[src/wwdt_pkg.sv]
`default_nettype none
package wwdt_pkg;
    // system clock and nominal slow oscillator rate
    localparam int CLK_HZ      = 50_000_000;
    localparam int SLOW_OSC_HZ = 33_000;
    localparam int TICK_DIV    = CLK_HZ / SLOW_OSC_HZ;
    localparam int TICK_W      = 11;
    // register indices; byte address is four times the index
    localparam logic [15:0] KEY_IDX  = 16'hFF99;
    localparam logic [15:0] OSC_IDX  = 16'hFFA1;
    localparam logic [15:0] RSTF_IDX = 16'hFFA8;
    localparam logic [15:0] CNT_IDX  = 16'hFFB0;
    localparam int          ADDR_W   = 18;
    localparam logic [17:0] KEY_ADDR  = {KEY_IDX, 2'b00};
    localparam logic [17:0] OSC_ADDR  = {OSC_IDX, 2'b00};
    localparam logic [17:0] RSTF_ADDR = {RSTF_IDX, 2'b00};
    localparam logic [17:0] CNT_ADDR  = {CNT_IDX, 2'b00};
    // service key values
    localparam logic [7:0] KEY_SERVICE  = 8'hAC;
    localparam logic [7:0] KEY_RST_EN   = 8'h9A;
    localparam logic [7:0] KEY_RST_DIS  = 8'h1A;
    // option byte field positions
    localparam int OPT_LOCK    = 0;
    localparam int OPT_OVF_LO  = 1;
    localparam int OPT_EN      = 4;
    localparam int OPT_WIN_LO  = 5;
    // register bit positions
    localparam int OSC_HALT_BIT = 1;
    localparam int RSTF_WDT_BIT = 4;
    // counter sizing and overflow base exponent
    localparam int CNT_W       = 17;
    localparam int OVF_BASE    = 10;
    // data area always allowed for data accesses
    localparam logic [15:0] SAFE_LO = 16'hFB00;
    localparam logic [15:0] SAFE_HI = 16'hFFFF;
endpackage
`default_nettype wire

[src/wwdt_top.sv]
// Implementation choice: register access over APB.
`timescale 1ns/1ns
`default_nettype none

// Overview of operation
// - counter advances only on slow oscillator ticks, not CPU clock.
// - reaching selected overflow without service issues internal reset.
// - writing ACH at a permitted time clears counter and restarts.
// - writing other than ACH resets; deferred until source clock runs.
// - bit manipulation on service register resets; deferred if clock stopped.
// - after first service, writes in closed window reset, even ACH.
// - first service after reset release clears regardless of window.
// - service register reads return its reset value, never written data.
// - reset value is 9AH when enabled, 1AH when disabled.
// - enable option gates counting and illegal access detection.
// - option bits 3..1 select overflow 2^10 to 2^17 ticks.
// - option bits 6..5 select open window 25, 50, 75, 100 percent.
// - lock option 0 pauses count in HALT and STOP, keeping value.
// - lock 0 and slow oscillator halted stops count without clearing.
// - enabled, fetch outside configured memory area resets.
// - enabled, data access outside area resets, except FB00H to FFFFH.
// - any watchdog reset sets reset-cause flag bit 4.
// - counting continues during flash self-programming.
// - overflow after service may deviate by up to two slow periods.
// - valid service on last count before overflow still clears.
module wwdt_top #(
    parameter int TICK_DIV = wwdt_pkg::TICK_DIV
) (
    input  wire logic        SYS_CLK_I,
    input  wire logic        RESETN_I,
    input  wire logic [6:0]  OPTION_BYTE_I,
    input  wire logic        HALT_MODE_I,
    input  wire logic        STOP_MODE_I,
    input  wire logic        BIT_OP_I,
    input  wire logic        FETCH_VALID_I,
    input  wire logic [15:0] FETCH_ADDR_I,
    input  wire logic        DATA_VALID_I,
    input  wire logic [15:0] DATA_ADDR_I,
    input  wire logic [15:0] MEM_TOP_I,
    input  wire logic        PSEL_I,
    input  wire logic        PENABLE_I,
    input  wire logic        PWRITE_I,
    input  wire logic [17:0] PADDR_I,
    input  wire logic [31:0] PWDATA_I,
    output logic [31:0]      PRDATA_O,
    output logic             PREADY_O,
    output logic             PSLVERR_O,
    output logic             WDT_RESET_O
);
    localparam int CW = wwdt_pkg::CNT_W;

    // last count before overflow for a select code
    function automatic logic [CW-1:0] ovf_last(input logic [2:0] sel);
        logic [CW:0] len;
        len = (CW+1)'(1) << (wwdt_pkg::OVF_BASE + int'(sel));
        return CW'(len - (CW+1)'(1));
    endfunction

    // count below which the window is closed
    function automatic logic [CW-1:0] close_lim(input logic [2:0] sel,
                                                input logic [1:0] win);
        logic [CW-1:0] q;
        q = CW'(1) << (wwdt_pkg::OVF_BASE - 2 + int'(sel));
        return CW'(q * (CW'(3) - CW'(win)));
    endfunction

    logic [6:0]          opt_r;
    logic [CW-1:0]       cnt_r;
    logic [wwdt_pkg::TICK_W-1:0] div_r;
    logic                tick;
    logic                first_done_r;
    logic                pend_r;
    logic                osc_halt_r;
    logic                wdt_flag_r;
    logic                rst_r;
    logic                pready_r;
    logic                pslverr_r;
    logic [31:0]         prdata_r;
    logic                en;
    logic                lock;
    logic [2:0]          ovf_sel;
    logic [1:0]          win_sel;
    logic                src_stop;
    logic                paused;
    logic                acc;
    logic                wr;
    logic                key_acc;
    logic                key_wr;
    logic                bad_key;
    logic                closed_wr;
    logic                svc_ok;
    logic                key_err;
    logic                ovf;
    logic                fetch_err;
    logic                data_err;
    logic                fire;
    logic                setup;
    logic                mapped;

    // option fields
    assign en      = opt_r[wwdt_pkg::OPT_EN];
    assign lock    = opt_r[wwdt_pkg::OPT_LOCK];
    assign ovf_sel = opt_r[wwdt_pkg::OPT_OVF_LO +: 3];
    assign win_sel = opt_r[wwdt_pkg::OPT_WIN_LO +: 2];

    // slow clock stopped, and counting paused
    assign src_stop = !lock && (STOP_MODE_I || osc_halt_r);
    assign paused   = !lock && (HALT_MODE_I || src_stop);

    // bus phases
    assign setup   = PSEL_I && !PENABLE_I;
    assign acc     = PSEL_I && PENABLE_I && pready_r;
    assign wr      = acc && PWRITE_I;
    assign key_acc = acc && (PADDR_I == wwdt_pkg::KEY_ADDR);
    assign key_wr  = key_acc && PWRITE_I;

    // service write classification
    assign bad_key   = key_wr && !BIT_OP_I &&
                       (PWDATA_I[7:0] != wwdt_pkg::KEY_SERVICE);
    assign closed_wr = key_wr && first_done_r &&
                       (cnt_r < close_lim(ovf_sel, win_sel));
    assign svc_ok    = key_wr && !BIT_OP_I && !bad_key &&
                       !closed_wr;
    assign key_err   = bad_key || (key_acc && BIT_OP_I) ||
                       closed_wr;

    // overflow only on a tick without service in the same cycle
    assign ovf = en && tick && !paused && !svc_ok &&
                 (cnt_r == ovf_last(ovf_sel));

    // illegal fetch and data access detection
    assign fetch_err = en && FETCH_VALID_I &&
                       (FETCH_ADDR_I > MEM_TOP_I);
    assign data_err  = en && DATA_VALID_I &&
                       (DATA_ADDR_I > MEM_TOP_I) &&
                       !(DATA_ADDR_I >= wwdt_pkg::SAFE_LO &&
                         DATA_ADDR_I <= wwdt_pkg::SAFE_HI);

    // key errors wait while the source clock is stopped
    assign fire = ovf || fetch_err || data_err ||
                  (!src_stop && (key_err || pend_r));

    // option byte captured while reset is held
    always_ff @(posedge SYS_CLK_I) begin
        if (!RESETN_I) begin
            opt_r <= OPTION_BYTE_I;
        end
    end

    // free running divider gives one-cycle slow oscillator tick
    always_ff @(posedge SYS_CLK_I) begin
        if (!RESETN_I || tick) begin
            div_r <= '0;
        end else begin
            div_r <= div_r + wwdt_pkg::TICK_W'(1);
        end
    end
    assign tick = (div_r == wwdt_pkg::TICK_W'(TICK_DIV - 1));

    // watchdog counter; only a cleared enable option or a pause stops it
    always_ff @(posedge SYS_CLK_I) begin
        if (!RESETN_I || fire) begin
            cnt_r <= '0;
        end else if (svc_ok) begin
            cnt_r <= '0;
        end else if (en && tick && !paused) begin
            cnt_r <= cnt_r + CW'(1);
        end
    end

    // first service tracking
    always_ff @(posedge SYS_CLK_I) begin
        if (!RESETN_I || fire) begin
            first_done_r <= 1'b0;
        end else if (svc_ok) begin
            first_done_r <= 1'b1;
        end
    end

    // pending key error while source clock is stopped
    always_ff @(posedge SYS_CLK_I) begin
        if (!RESETN_I || fire) begin
            pend_r <= 1'b0;
        end else if (key_err) begin
            pend_r <= 1'b1;
        end
    end

    // internal reset pulse
    always_ff @(posedge SYS_CLK_I) begin
        if (!RESETN_I) begin
            rst_r <= 1'b0;
        end else begin
            rst_r <= fire;
        end
    end

    // reset cause flag: set wins over software clear
    always_ff @(posedge SYS_CLK_I) begin
        if (!RESETN_I) begin
            wdt_flag_r <= 1'b0;
        end else if (fire) begin
            wdt_flag_r <= 1'b1;
        end else if (wr && PADDR_I == wwdt_pkg::RSTF_ADDR &&
                     PWDATA_I[wwdt_pkg::RSTF_WDT_BIT]) begin
            wdt_flag_r <= 1'b0;
        end
    end

    // oscillator mode register, slow oscillator halt bit
    always_ff @(posedge SYS_CLK_I) begin
        if (!RESETN_I) begin
            osc_halt_r <= 1'b0;
        end else if (wr && PADDR_I == wwdt_pkg::OSC_ADDR) begin
            osc_halt_r <= PWDATA_I[wwdt_pkg::OSC_HALT_BIT];
        end
    end

    // address decode for reads and errors
    always_comb begin
        mapped = 1'b1;
        case (PADDR_I)
            wwdt_pkg::KEY_ADDR,
            wwdt_pkg::OSC_ADDR,
            wwdt_pkg::RSTF_ADDR,
            wwdt_pkg::CNT_ADDR: mapped = 1'b1;
            default: mapped = 1'b0;
        endcase
    end

    // apb answer: one access cycle, no wait states
    always_ff @(posedge SYS_CLK_I) begin
        if (!RESETN_I) begin
            pready_r  <= 1'b0;
            pslverr_r <= 1'b0;
            prdata_r  <= '0;
        end else begin
            pready_r  <= setup;
            pslverr_r <= setup && !mapped;
            prdata_r  <= '0;
            if (setup && !PWRITE_I) begin
                case (PADDR_I)
                    wwdt_pkg::KEY_ADDR: prdata_r[7:0] <= en ?
                        wwdt_pkg::KEY_RST_EN :
                        wwdt_pkg::KEY_RST_DIS;
                    wwdt_pkg::OSC_ADDR:
                        prdata_r[wwdt_pkg::OSC_HALT_BIT] <= osc_halt_r;
                    wwdt_pkg::RSTF_ADDR:
                        prdata_r[wwdt_pkg::RSTF_WDT_BIT] <= wdt_flag_r;
                    wwdt_pkg::CNT_ADDR: prdata_r[CW-1:0] <= cnt_r;
                    default: prdata_r <= '0;
                endcase
            end
        end
    end

    assign PRDATA_O    = prdata_r;
    assign PREADY_O    = pready_r;
    assign PSLVERR_O   = pslverr_r;
    assign WDT_RESET_O = rst_r;
endmodule
`default_nettype wire
[config.mk]
export PLATFORM = sky130hd
export DESIGN_NAME = wwdt_top
export DESIGN_NICKNAME = d
export VERILOG_FILES = /design/src/wwdt_pkg.sv /design/src/wwdt_top.sv
export SDC_FILE = /design/constraint.sdc
export NUM_CORES = 1
export LEC_CHECK = 0
export ABC_AREA = 1
export BUFFER_PORTS_ARGS = -buffer_cell sky130_fd_sc_hd__buf_2
export CAP_MARGIN = 25
export CORE_ASPECT_RATIO = 1.2
export CORE_MARGIN = 2
export CORE_UTILIZATION = 45
export CTS_BUF_LIST = sky130_fd_sc_hd__clkbuf_8
export CTS_CLUSTER_SIZE = 12
export DETAILED_ROUTE_END_ITERATION = 6
export GPL_TIMING_DRIVEN = 0
export PLACE_DENSITY = 0.72
export SKIP_CTS_REPAIR_TIMING = 1
export SLEW_MARGIN = 10
export SYNTH_ARGS = -nofsm -noshare
export SYNTH_HDL_FRONTEND = slang
export SYNTH_SLANG_ARGS = --single-unit
[constraint.sdc]
create_clock -name SYS_CLK_I -period 4.7 [get_ports SYS_CLK_I]
set_clock_uncertainty 0.1 [all_clocks]
set_input_delay 1.41 -clock SYS_CLK_I [delete_from_list [all_inputs] [get_ports SYS_CLK_I]]
set_output_delay 1.41 -clock SYS_CLK_I [all_outputs]
set_load 0.02 [all_outputs]
Word level (Yosys, flattened, before mapping)
Cells that the tools add are included.

Register bits: 74. Input bits: 115. Output and inout port bits: 35. Logic and storage cells: 101.

Add/subtract/negate cells: 6. Multipliers: 1. $lt $le $gt $ge: 5. Equality and inequality tests: 7. Shifts and indexed selects: 2. Multiplexer cells: 9. Reduce and logical (&&, ||, !) cells: 58.

Operator list (number): == test 18 bit, second input constant (4); << shifter 1 x 5 -> 17 bit, first input constant (2); > comparator 16 bit (2); logical AND 1 bit (31); adder 17 x 1 -> 17 bit, second input constant (1); == test 17 bit (1); less-than comparator 17 bit (1); multiplier 17 x 3 -> 17 bit (1); subtractor 17 x 1 -> 17 bit, second input constant (1); >= comparator 16 bit, second input constant (1); less-or-equal comparator 16 bit, second input constant (1); logical NOT 1 bit (12); adder 11 x 1 -> 11 bit, second input constant (1); == test 11 bit, second input constant (1); adder 4 x 3 -> 5 bit, first input constant (2); logical OR 1 bit (10); 2-to-1 mux 8 bit (1); != test 8 bit, second input constant (1); one-hot mux 1 bit (3 select lines) (2); one-hot mux 3 bit (2 select lines) (1); one-hot mux 2 bit (2 select lines) (1); OR reduction 4 bit (1); 2-to-1 mux 1 bit (3); AND reduction 3 bit (1); other kinds (5) (5).

Logic depth before layout (Yosys ltp)
Gate-level depths: netlist of the first run.

Depth after elaboration: 17. Gate-level depth with buffers: 23. Mapped depth without buffers: 23.

Least setup slack after synthesis of the first run
No wires, ideal clock.

Path kind: flip-flop to flip-flop. Start point: reg opt_r[2]. End point: reg cnt_r[10]. Library setup time: 0.112 ns. Arrival: 3.778 ns. Required time: 4.488 ns. Path slack: 0.710 ns. Cell stages (with the launch flop): 23. Buffers on the path: 1. Clock period less this slack: 3.990 ns. Cells stage by stage: edfxtp_1 -> inv_2 -> nor2_4 -> inv_1 -> nor3_1 -> ha_1 -> ha_1 -> fa_1 -> a21oi_1 -> o21ai_0 -> a21o_1 -> a21oi_1 -> xor2_1 -> ha_1 -> a21oi_1 -> nand2_1 -> nor3_1 -> nand2_1 -> nand2_1 -> a21oi_4 -> nand4_4 -> buf_12 -> nor2_4.

Cells in the longest elaborated chain, start to end: 15. Elaborated cells on any way between the ends: 22. Those cells by class: add/sub: 3; mul: 1; order compare: 1; eq/ne: 1; shift: 2; reduce/logical: 14.

Ends and longest elaborated chain: start, declared (line wwdt_top.sv:67) `logic [6:0] opt_r;`; start signal, assigned (line wwdt_top.sv:146) `opt_r <= OPTION_BYTE_I;`; adder 4 x 3 -> 5 bit (line wwdt_top.sv:63) `q = CW'(1) << (wwdt_pkg::OVF_BASE - 2 + int'(sel));`; << shifter 1 x 5 -> 17 bit (line wwdt_top.sv:63); multiplier 17 x 3 -> 17 bit (line wwdt_top.sv:64) `return CW'(q * (CW'(3) - CW'(win)));`; less-than comparator 17 bit (line wwdt_top.sv:121) `(cnt_r < close_lim(ovf_sel, win_sel));`; logical AND 1 bit (line wwdt_top.sv:120) `assign closed_wr = key_wr && first_done_r &&`; logical NOT 1 bit (line wwdt_top.sv:123) `!closed_wr;`; logical AND 1 bit (line wwdt_top.sv:122) `assign svc_ok = key_wr && !BIT_OP_I && !bad_key &&`; logical NOT 1 bit (line wwdt_top.sv:128) `assign ovf = en && tick && !paused && !svc_ok &&`; logical AND 1 bit (2 in series) (line wwdt_top.sv:128); logical OR 1 bit (3 in series) (line wwdt_top.sv:140) `assign fire = ovf || fetch_err || data_err ||`; logical OR 1 bit (line wwdt_top.sv:162) `if (!RESETN_I || fire) begin`; OR reduction 2 bit (no line) *; end signal, assigned (line wwdt_top.sv:167) `cnt_r <= cnt_r + CW'(1);`; end, declared (line wwdt_top.sv:68) `logic [CW-1:0] cnt_r;`.

Every way passes the cells marked *; elsewhere a longest branch is shown, timed or not. A chain may end at the register's enable or synchronous reset.

Worst setup path after layout of the first run
Start point: reg opt_r[2]. End point: reg cnt_r[9].

Same word-level chain as after synthesis.

==> results.json, run 1 <==
{
  "status": "finished clean",
  "grt_max_degree": 14,
  "h-tree-depth": 3,
  "path_max_fanout": 10,
  "track_usage_pct": 20.5,
  "final_cell_mix": "117 x nand2_1, 109 x buf_2, 101 x inv_1",
  "via_count": 4568,
  "slowest_delay_ns": 0.46,
  "cellLeakagePower_nw": 2.83,
  "nets": 970,
  "place_congestion": 0.865,
  "setup_viol": 0,
  "path_cells": "inv_2 -> nor2_4 -> inv_1 -> nor3_2 -> ha_1 -> ha_1 -> fa_1 -> a21oi_1 -> o21ai_0 -> a21o_1 -> a21oi_1 -> xor2_1 -> ha_1 -> a21oi_1 -> nand2_1 -> nor3_1 -> nand2_1 -> nand2_1 -> a21oi_4 -> nand4_4 -> buf_12 -> nor2_4",
  "grt_pass1_wl_um": 19200,
  "p_total_mw": 1.29,
  "slew_viol_final": 0,
  "post-route-period-util_pct": 92.9,
  "yosysWarnings": 0,
  "grt_overflow": 0,
  "initial_core_util_pct": 45.7,
  "finalWirelength_um": 11600,
  "gr-usage-met1_pct": 23.1,
  "layout_commonest_cell": "nand2_1",
  "start_kind": "flip-flop",
  "drt_iter0_markers": 170,
  "worstSetupPathType": "flip-flop to flip-flop",
  "syn_area_sq_um": 4740,
  "synthArstFlopShare_pct": 0,
  "setup_tns_ns": 0,
  "placedCellCount": 900,
  "clk_pin_slew_ns": 0.07,
  "endpoint_kind": "flip-flop",
  "cp_num_buf_inv": 3,
  "vdd_drop_max_mv": 0.190,
  "ys_types": 47,
  "grt_pass1_vias": 4379,
  "die_area_sq_um": 11400,
  "synth-edff-count": 7,
  "area_delta_synth_final_pct": 21.7,
  "avgRoutedWirePerCell_um": 12.6,
  "std_cell_rows": 41,
  "hold_violations": 0,
  "n_antenna_cell": 0,
  "core_area_sq_um": 10400,
  "clockBufferDepth": 2,
  "period_needed_ns": 4.37,
  "gr-usage-met3_pct": 5.51,
  "cts_root_buffer": "clkbuf_8",
  "hold_path_class": "flip-flop to flip-flop",
  "route.detailed.drc": 0,
  "clk_latency_ns": 0.35,
  "buffer_ports.inserted": 109,
  "cts_tree": "built",
  "antenna_left": 0,
  "design.portCount": 150,
  "fin_cells": 922,
  "viasPerCell": 4.95,
  "met2_usage_pct": 38.0,
  "top_usage_layer": "met2",
  "antenna_found_initial": 0,
  "dr.pass1.iters": 5,
  "clock-sinks": 59,
  "yosysSeqAreaShare_pct": 26.4,
  "synth.avg_cell_area_sq_um": 7.31,
  "die_w_um": 97.7,
  "cts_made_buffers": 9,
  "worstPathRequired_ns": 4.84,
  "maxCapViolCount": 0,
  "synth-seq-cells": 59,
  "syn_inst": 648,
  "die_h_um": 116,
  "powerDensity_nw_per_um2": 224,
  "final_layout_size_suffix_gt1_share_pct": 24.1,
  "max_freq_mhz": 229,
  "arrival_ns": 4.51,
  "rsz0062_at_grt": "false",
  "synth_flop_cell": "dfxtp_1",
  "dpl.hpwl_um": 9420,
  "crit_slowest_cell": "edfxtp_1",
  "critPathTopFamily": "adder cells"
}
## metrics by stage
| stage | area, sq um | setup slack, ns | utilization (%) | hold slack (ns) |
|---|---|---|---|---|
| global placement | 5500 | 0.247 | 53.0 | 0.358 |
| floorplan | 4790 | 0.710 | - | 0.341 |
| global route | 5760 | 0.00657 | 55.6 | 0.410 |
| detailed placement | 5500 | 0.206 | 53.0 | 0.372 |
| CTS | 5700 | 0.173 | 55.0 | 0.388 |
| finish | 5760 | 0.334 | 55.6 | 0.385 |
## power by group
group | leakage (nW) | switching (mW) | internal (mW)
Sequential | 0.488 | 0.00807 | 0.519
Clock | 0.103 | 0.237 | 0.255
Combinational | 2.24 | 0.160 | 0.114
## registers in the layout, summed over array words and instances (netlist names)
register,cells
PRDATA_O,17
pend_r,1
WDT_RESET_O,1
opt_r,7
cnt_r,17
div_r,11
osc_halt_r,1
wdt_flag_r,1
PREADY_O,1
PSLVERR_O,1
first_done_r,1
## logic make-up (layout without fill, tap and decap cells)
logic type,count (synthesis),in the layout,synth area share [%]
mux,1,1,0.238
fa+ha+maj,67,67,17.9
xor+xnor,26,26,4.97
compound gates,66,66,7.95
flops,59,59,26.4
other cells,1,15,0.0792
simple gates,300,300,30.7
buf+inv,128,259,11.8
## final timing paths
check / cells after the start / slack [ns] / to / from
max reg2reg: 22 / 0.33 / cnt_r[9] / opt_r[2]
min: 2 / 0.39 / osc_halt_r / osc_halt_r
max: 22 / 0.33 / cnt_r[9] / opt_r[2]
min reg2reg: 2 / 0.39 / osc_halt_r / osc_halt_r
## worst reg2reg max path: stages, from the launching register on
cell and delay, ns:
edfxtp_1 0.46, inv_2 0.12, nor2_4 0.21, inv_1 0.15
nor3_2 0.13, ha_1 0.25, ha_1 0.22, fa_1 0.41
a21oi_1 0.16, o21ai_0 0.14, a21o_1 0.21, a21oi_1 0.15
xor2_1 0.19, ha_1 0.27, a21oi_1 0.16, nand2_1 0.06
nor3_1 0.18, nand2_1 0.13, nand2_1 0.14, a21oi_4 0.08
nand4_4 0.13, buf_12 0.20, nor2_4 0.04
## synth_stat cells, drive strengths merged, types with 2 or more instances
| cell | instances | area [sq um] |
|---|---|---|
| clkbuf | 5 | 20.0 |
| xnor2 | 3 | 26.3 |
| nor3 | 22 | 115 |
| dfxtp | 52 | 1040 |
| buf | 16 | 133 |
| nor2 | 93 | 462 |
| inv | 105 | 394 |
| a211oi | 2 | 15.0 |
| nand3 | 33 | 183 |
| edfxtp | 7 | 210 |
| o211ai | 2 | 15.0 |
| nand2 | 123 | 492 |
| a31oi | 2 | 12.5 |
| xor2 | 23 | 209 |
| clkinv | 2 | 12.5 |
| nor4 | 4 | 25.0 |
| o21ai | 19 | 103 |
| a21oi | 35 | 186 |
| nand3b | 3 | 22.5 |
| ha | 66 | 826 |
| nand4 | 19 | 134 |
| o21a | 2 | 15.0 |
## final cells by class
| cell class | instances | area, sq um |
|---|---|---|
| sequential | 59 | 1250 |
| fill | 1023 | 4600 |
| timing repair buffer | 115 | 591 |
| clock buffer | 9 | 124 |
| tap | 129 | 161 |
| clock inverter | 7 | 83.8 |
| multi-input combinational | 475 | 2990 |
| buffer | 21 | 153 |
| inverter | 107 | 410 |
## routing by layer
metal	vias to the layer above	routed length [um]
met5	-	0
met4	0	304
met3	25	594
met2	127	5860
met1	2072	4820
li1	2344	-
(Power assumes the default switching activity.)
==> run 2, diff against run 1 <==
- CORE_MARGIN: 2 -> default
==> run 2 against run 1 <==
Non-clock buffer count increased by 5. Worst hold slack got worse by 0.0025 ns. Sequential share of layout area about the same. Critical path type unchanged.
==> results.json, run 2 (synthesized netlist as in run 1, its figures left out) <==
{
  "antenna_left": 0,
  "cellLeakagePower_nw": 2.85,
  "cts_made_buffers": 9,
  "route.detailed.drc": 0,
  "vdd_drop_max_mv": 0.120,
  "ff2ff_setup_slack_ns": 0.28,
  "grt_pass1_vias": 4382,
  "clockBufferDepth": 2,
  "grt_max_degree": 13,
  "placedCellCount": 897,
  "place_congestion": 0.846,
  "std_cell_rows": 40,
  "n_antenna_cell": 0,
  "final_cell_mix": "117 x nand2_1, 109 x buf_2, 102 x inv_1",
  "cts_tree": "built",
  "worstPathRequired_ns": 4.89,
  "core_area_sq_um": 10100,
  "grt_overflow": 0,
  "setup_viol": 0,
  "buffer_ports.inserted": 109,
  "slew_viol_final": 0,
  "hold_slack_ns": 0.383,
  "dpl.hpwl_um": 9200,
  "n_fill_cell": 988,
  "hold_start": "div_r[0]",
  "hold_violations": 0,
  "dr.pass1.iters": 4,
  "start_kind": "flip-flop",
  "track_usage_pct": 21.8,
  "clk_latency_ns": 0.35,
  "cts_root_buffer": "clkbuf_8",
  "die_w_um": 95.7,
  "drt_iter0_markers": 167,
  "maxCapViolCount": 0,
  "die_area_sq_um": 10900,
  "worstSetupPathType": "flip-flop to flip-flop",
  "fin_cells": 924,
  "h-tree-depth": 3,
  "clk_pin_slew_ns": 0.07,
  "min_path_cells": 1,
  "initial_core_util_pct": 46.8,
  "r2r-start": "opt_r[2]",
  "status": "finished clean",
  "period_needed_ns": 4.42,
  "endpoint_kind": "flip-flop",
  "rr_endpoint": "cnt_r[8]",
  "area_delta_synth_final_pct": 21.8,
  "viasPerCell": 4.90,
  "place_area_sq_um": 5490,
  "hold_path_class": "flip-flop to flip-flop",
  "min_to": "div_r[0]",
  "finalWirelength_um": 11200,
  "reg2reg_depth": 21,
  "via_count": 4526,
  "avgRoutedWirePerCell_um": 12.1,
  "cp-startpoint": "opt_r[2]",
  "final_layout_size_suffix_gt1_share_pct": 24.2,
  "die_h_um": 114,
  "grt_pass1_wl_um": 18700,
  "path_max_fanout": 10,
  "powerDensity_nw_per_um2": 217,
  "nets": 975,
  "arrival_ns": 4.61,
  "clock-sinks": 59,
  "final_util_pct": 57.0,
  "max_freq_mhz": 226,
  "stdcell_area_sq_um": 5770,
  "design.portCount": 150,
  "layout_commonest_cell": "nand2_1",
  "post-route-period-util_pct": 94.0,
  "antenna_found_initial": 0,
  "p_total_mw": 1.25
}
## run 2: layout make-up
cell class	count	area, sq um	area share [%]
inverter	107	410	7.12
sequential	59	1250	21.7
timing repair buffer	120	628	10.9
multi-input combinational	475	2980	51.6
tap	126	158	2.73
clock inverter	4	23.8	0.412
clock buffer	12	165	2.86
buffer	21	153	2.65
## run 2: per-stage QoR
stage / setup TNS (ns) / worst slack (ns)
6_report: 0 / 0.282
2_1_floorplan: 0 / 0.710
5_1_grt: -0.602 / -0.0730
3_3_place_gp: 0 / 0.254
3_5_place_dp: 0 / 0.203
4_1_cts: 0 / 0.154
## run 2: how the worst max path moves through the flow
stage | end | slack (ns) | cells past startpoint
finish | cnt_r[8] | 0.28 | 21
global route | cnt_r[14] | -0.07 | 21
CTS | cnt_r[8] | 0.15 | 22
detailed placement | cnt_r[6] | 0.20 | 21
global placement | cnt_r[12] | 0.25 | 21
floorplan | cnt_r[10] | 0.71 | 22
## run 2: critical path: stages (launching register included)
cell and delay (ns):
edfxtp_1 0.46, inv_2 0.11, nor2_4 0.18, inv_1 0.13
nor3_1 0.17, ha_1 0.26, ha_1 0.23, fa_1 0.41
a21oi_1 0.16, o21ai_0 0.15, a21o_1 0.21, a21oi_1 0.17
xor2_1 0.19, ha_1 0.27, a21oi_1 0.18, nand2_1 0.06
nor3_1 0.17, nand2_1 0.11, nand3_1 0.16, nand4_4 0.20
buf_12 0.22, nor2_4 0.07
## run 2: metal layers
| layer | vias to the layer above | global-route usage, % | wire, um |
|---|---|---|---|
| met5 | - | 0 | 0 |
| met4 | 0 | 10.5 | 381 |
| met3 | 33 | 2.52 | 522 |
| met2 | 125 | 38.7 | 5520 |
| met1 | 2003 | 25.5 | 4800 |
| li1 | 2365 | - | - |
## run 2: power by group
| group | internal (mW) | switching (mW) |
|---|---|---|
| Clock | 0.233 | 0.213 |
| Sequential | 0.519 | 0.00854 |
| Combinational | 0.118 | 0.159 |
==> run 3, diff against run 2 <==
- BUFFER_PORTS_ARGS: -buffer_cell sky130_fd_sc_hd__buf_2 -> default
- CORE_MARGIN: default -> 2
- DONT_BUFFER_PORTS: default -> 1
- PLACE_DENSITY: 0.72 -> default
==> run 3 against run 2 <==
Core utilization shrank 6.1 points. Maximum frequency grew 0.61%. Cell area shrank 8.4%. Largest power group unchanged.
==> results.json, run 3 (synthesized netlist as in run 1, its figures left out) <==
{
  "initial_core_util_pct": 45.7,
  "ff2ff_setup_slack_ns": 0.31,
  "viasPerCell": 5.02,
  "r2r-start": "opt_r[2]",
  "area_delta_synth_final_pct": 11.5,
  "via_count": 4126,
  "track_usage_pct": 19.5,
  "die_w_um": 97.7,
  "finalWirelength_um": 11000,
  "h-tree-depth": 3,
  "start_kind": "flip-flop",
  "slowest_delay_ns": 0.49,
  "final_cell_mix": "116 x nand2_1, 101 x inv_1, 74 x nor2_1",
  "path_max_fanout": 10,
  "cts_tree": "built",
  "final_layout_size_suffix_gt1_share_pct": 13.1,
  "antenna_found_initial": 0,
  "hold_start": "div_r[9]",
  "cts_made_buffers": 9,
  "status": "finished clean",
  "setup_viol": 0,
  "place_area_sq_um": 4950,
  "hold_slack_ns": 0.378,
  "maxCapViolCount": 0,
  "n_antenna_cell": 0,
  "grt_pass1_wl_um": 17700,
  "std_cell_rows": 41,
  "place_ws_ns": 0.119,
  "clock-sinks": 59,
  "clk_latency_ns": 0.35,
  "p_clk_share_pct": 38.1,
  "p_switching_uw": 358,
  "path_cells": "inv_2 -> nor2_4 -> inv_1 -> nor3_1 -> ha_1 -> ha_1 -> fa_1 -> a21oi_1 -> o21ai_0 -> a21o_1 -> a21oi_1 -> xor2_1 -> ha_1 -> a21oi_1 -> nand2_1 -> nor3_1 -> nand2_1 -> nand2_2 -> a21oi_4 -> nand4_4 -> buf_12 -> nor2_4",
  "core_area_sq_um": 10400,
  "crit_slowest_cell": "edfxtp_1",
  "die_h_um": 116,
  "design.portCount": 150,
  "stdcell_area_sq_um": 5280,
  "nets": 871,
  "dpl.hpwl_um": 8980,
  "worstPathRequired_ns": 4.84,
  "grt_max_degree": 13,
  "min_to": "div_r[9]",
  "hold_path_class": "flip-flop to flip-flop",
  "rsz0062_at_grt": "false",
  "placedCellCount": 791,
  "post-route-period-util_pct": 93.4,
  "cellLeakagePower_nw": 2.41,
  "grt_pass1_vias": 3906,
  "slew_viol_final": 0,
  "hold_violations": 0,
  "switching_share_pct": 28.8,
  "worstSetupPathType": "flip-flop to flip-flop",
  "buffer_ports.inserted": 0,
  "clockBufferDepth": 2,
  "reg2reg_depth": 22,
  "rr_endpoint": "cnt_r[8]",
  "route.detailed.drc": 0,
  "fin_cells": 822,
  "pwr-share-comb_pct": 19.2,
  "p_int_uw": 885,
  "drt_iter0_markers": 175,
  "timing.final.ws_setup_ns": 0.309,
  "layout_commonest_cell": "nand2_1",
  "dr.pass1.iters": 6,
  "grt_overflow": 0,
  "avgRoutedWirePerCell_um": 13.4,
  "vdd_drop_max_mv": 0.148,
  "period_needed_ns": 4.39,
  "clk_pin_slew_ns": 0.07,
  "die_area_sq_um": 11400,
  "arrival_ns": 4.53,
  "powerDensity_nw_per_um2": 235,
  "antenna_left": 0,
  "min_path_cells": 2,
  "setup_tns_ns": 0,
  "n_fill_cell": 1023,
  "max_freq_mhz": 228,
  "endpoint_kind": "flip-flop",
  "seqPwrFrac_pct": 42.6,
  "cts_root_buffer": "clkbuf_8",
  "place_congestion": 0.829
}
==> run 3: how the worst max path moves through the flow <==
stage	slack, ns	depth (start not counted)	startpoint	to
4_1_cts	0.1	22	opt_r[2]	cnt_r[8]
3_5_place_dp	0.12	22	opt_r[2]	cnt_r[8]
6_report	0.31	22	opt_r[2]	cnt_r[8]
2_1_floorplan	0.71	22	opt_r[2]	cnt_r[10]
5_1_grt	0.01	22	opt_r[2]	cnt_r[8]
3_3_place_gp	0.15	21	opt_r[3]	cnt_r[12]
==> run 3: power groups by stage <==
stage                     Clock, mW  Sequential, mW  Combinational (mW)
final                         0.474           0.530               0.239
after global routing          0.511           0.531               0.272
after CTS                     0.489           0.532               0.221
after detailed placement          0           0.543               0.220
after global placement            0           0.543               0.213
after floorplan                   0           0.540               0.182
==> run 3: metal layers <==
layer	routed length (um)	part of all wire, %	up-vias	track usage (%)
met2	5540	50	134	34.6
met4	157	1.4	0	4.72
met1	4710	43	1833	23.5
li1	-	-	2146	-
met5	0	0	-	0
met3	582	5.3	13	5.39
==> run 3: metrics by stage <==
stage	total power, mW	utilization (%)
2_1_floorplan	0.722	-
3_3_place_gp	0.756	47.8
3_5_place_dp	0.763	47.8
4_1_cts	1.24	49.7
5_1_grt	1.31	51.0
6_report	1.24	51.0
==> run 3: layout make-up <==
cell class              count  area (sq um)  area share, %
plain buffers              21           153           2.89
clock buffers              11           151           2.87
clock inverters             4          50.0          0.947
inverters                 107           410           7.77
multi-input cells         475          2990           56.5
flip-flops and latches     59          1250           23.7
well taps                 129           161           3.06
repair buffers             16           120           2.27
==> run 3: critical path: cells and delay by family (launching register included) <==
family                   cells  cell delay [ns]
flip-flops                   1             0.49
XOR/XNOR                     1             0.20
adder cells (fa/ha/maj)      4             1.16
AO/OA/AOI/OAI                6             0.93
buffers and inverters        3             0.42
AND/OR/NAND/NOR              8             0.95
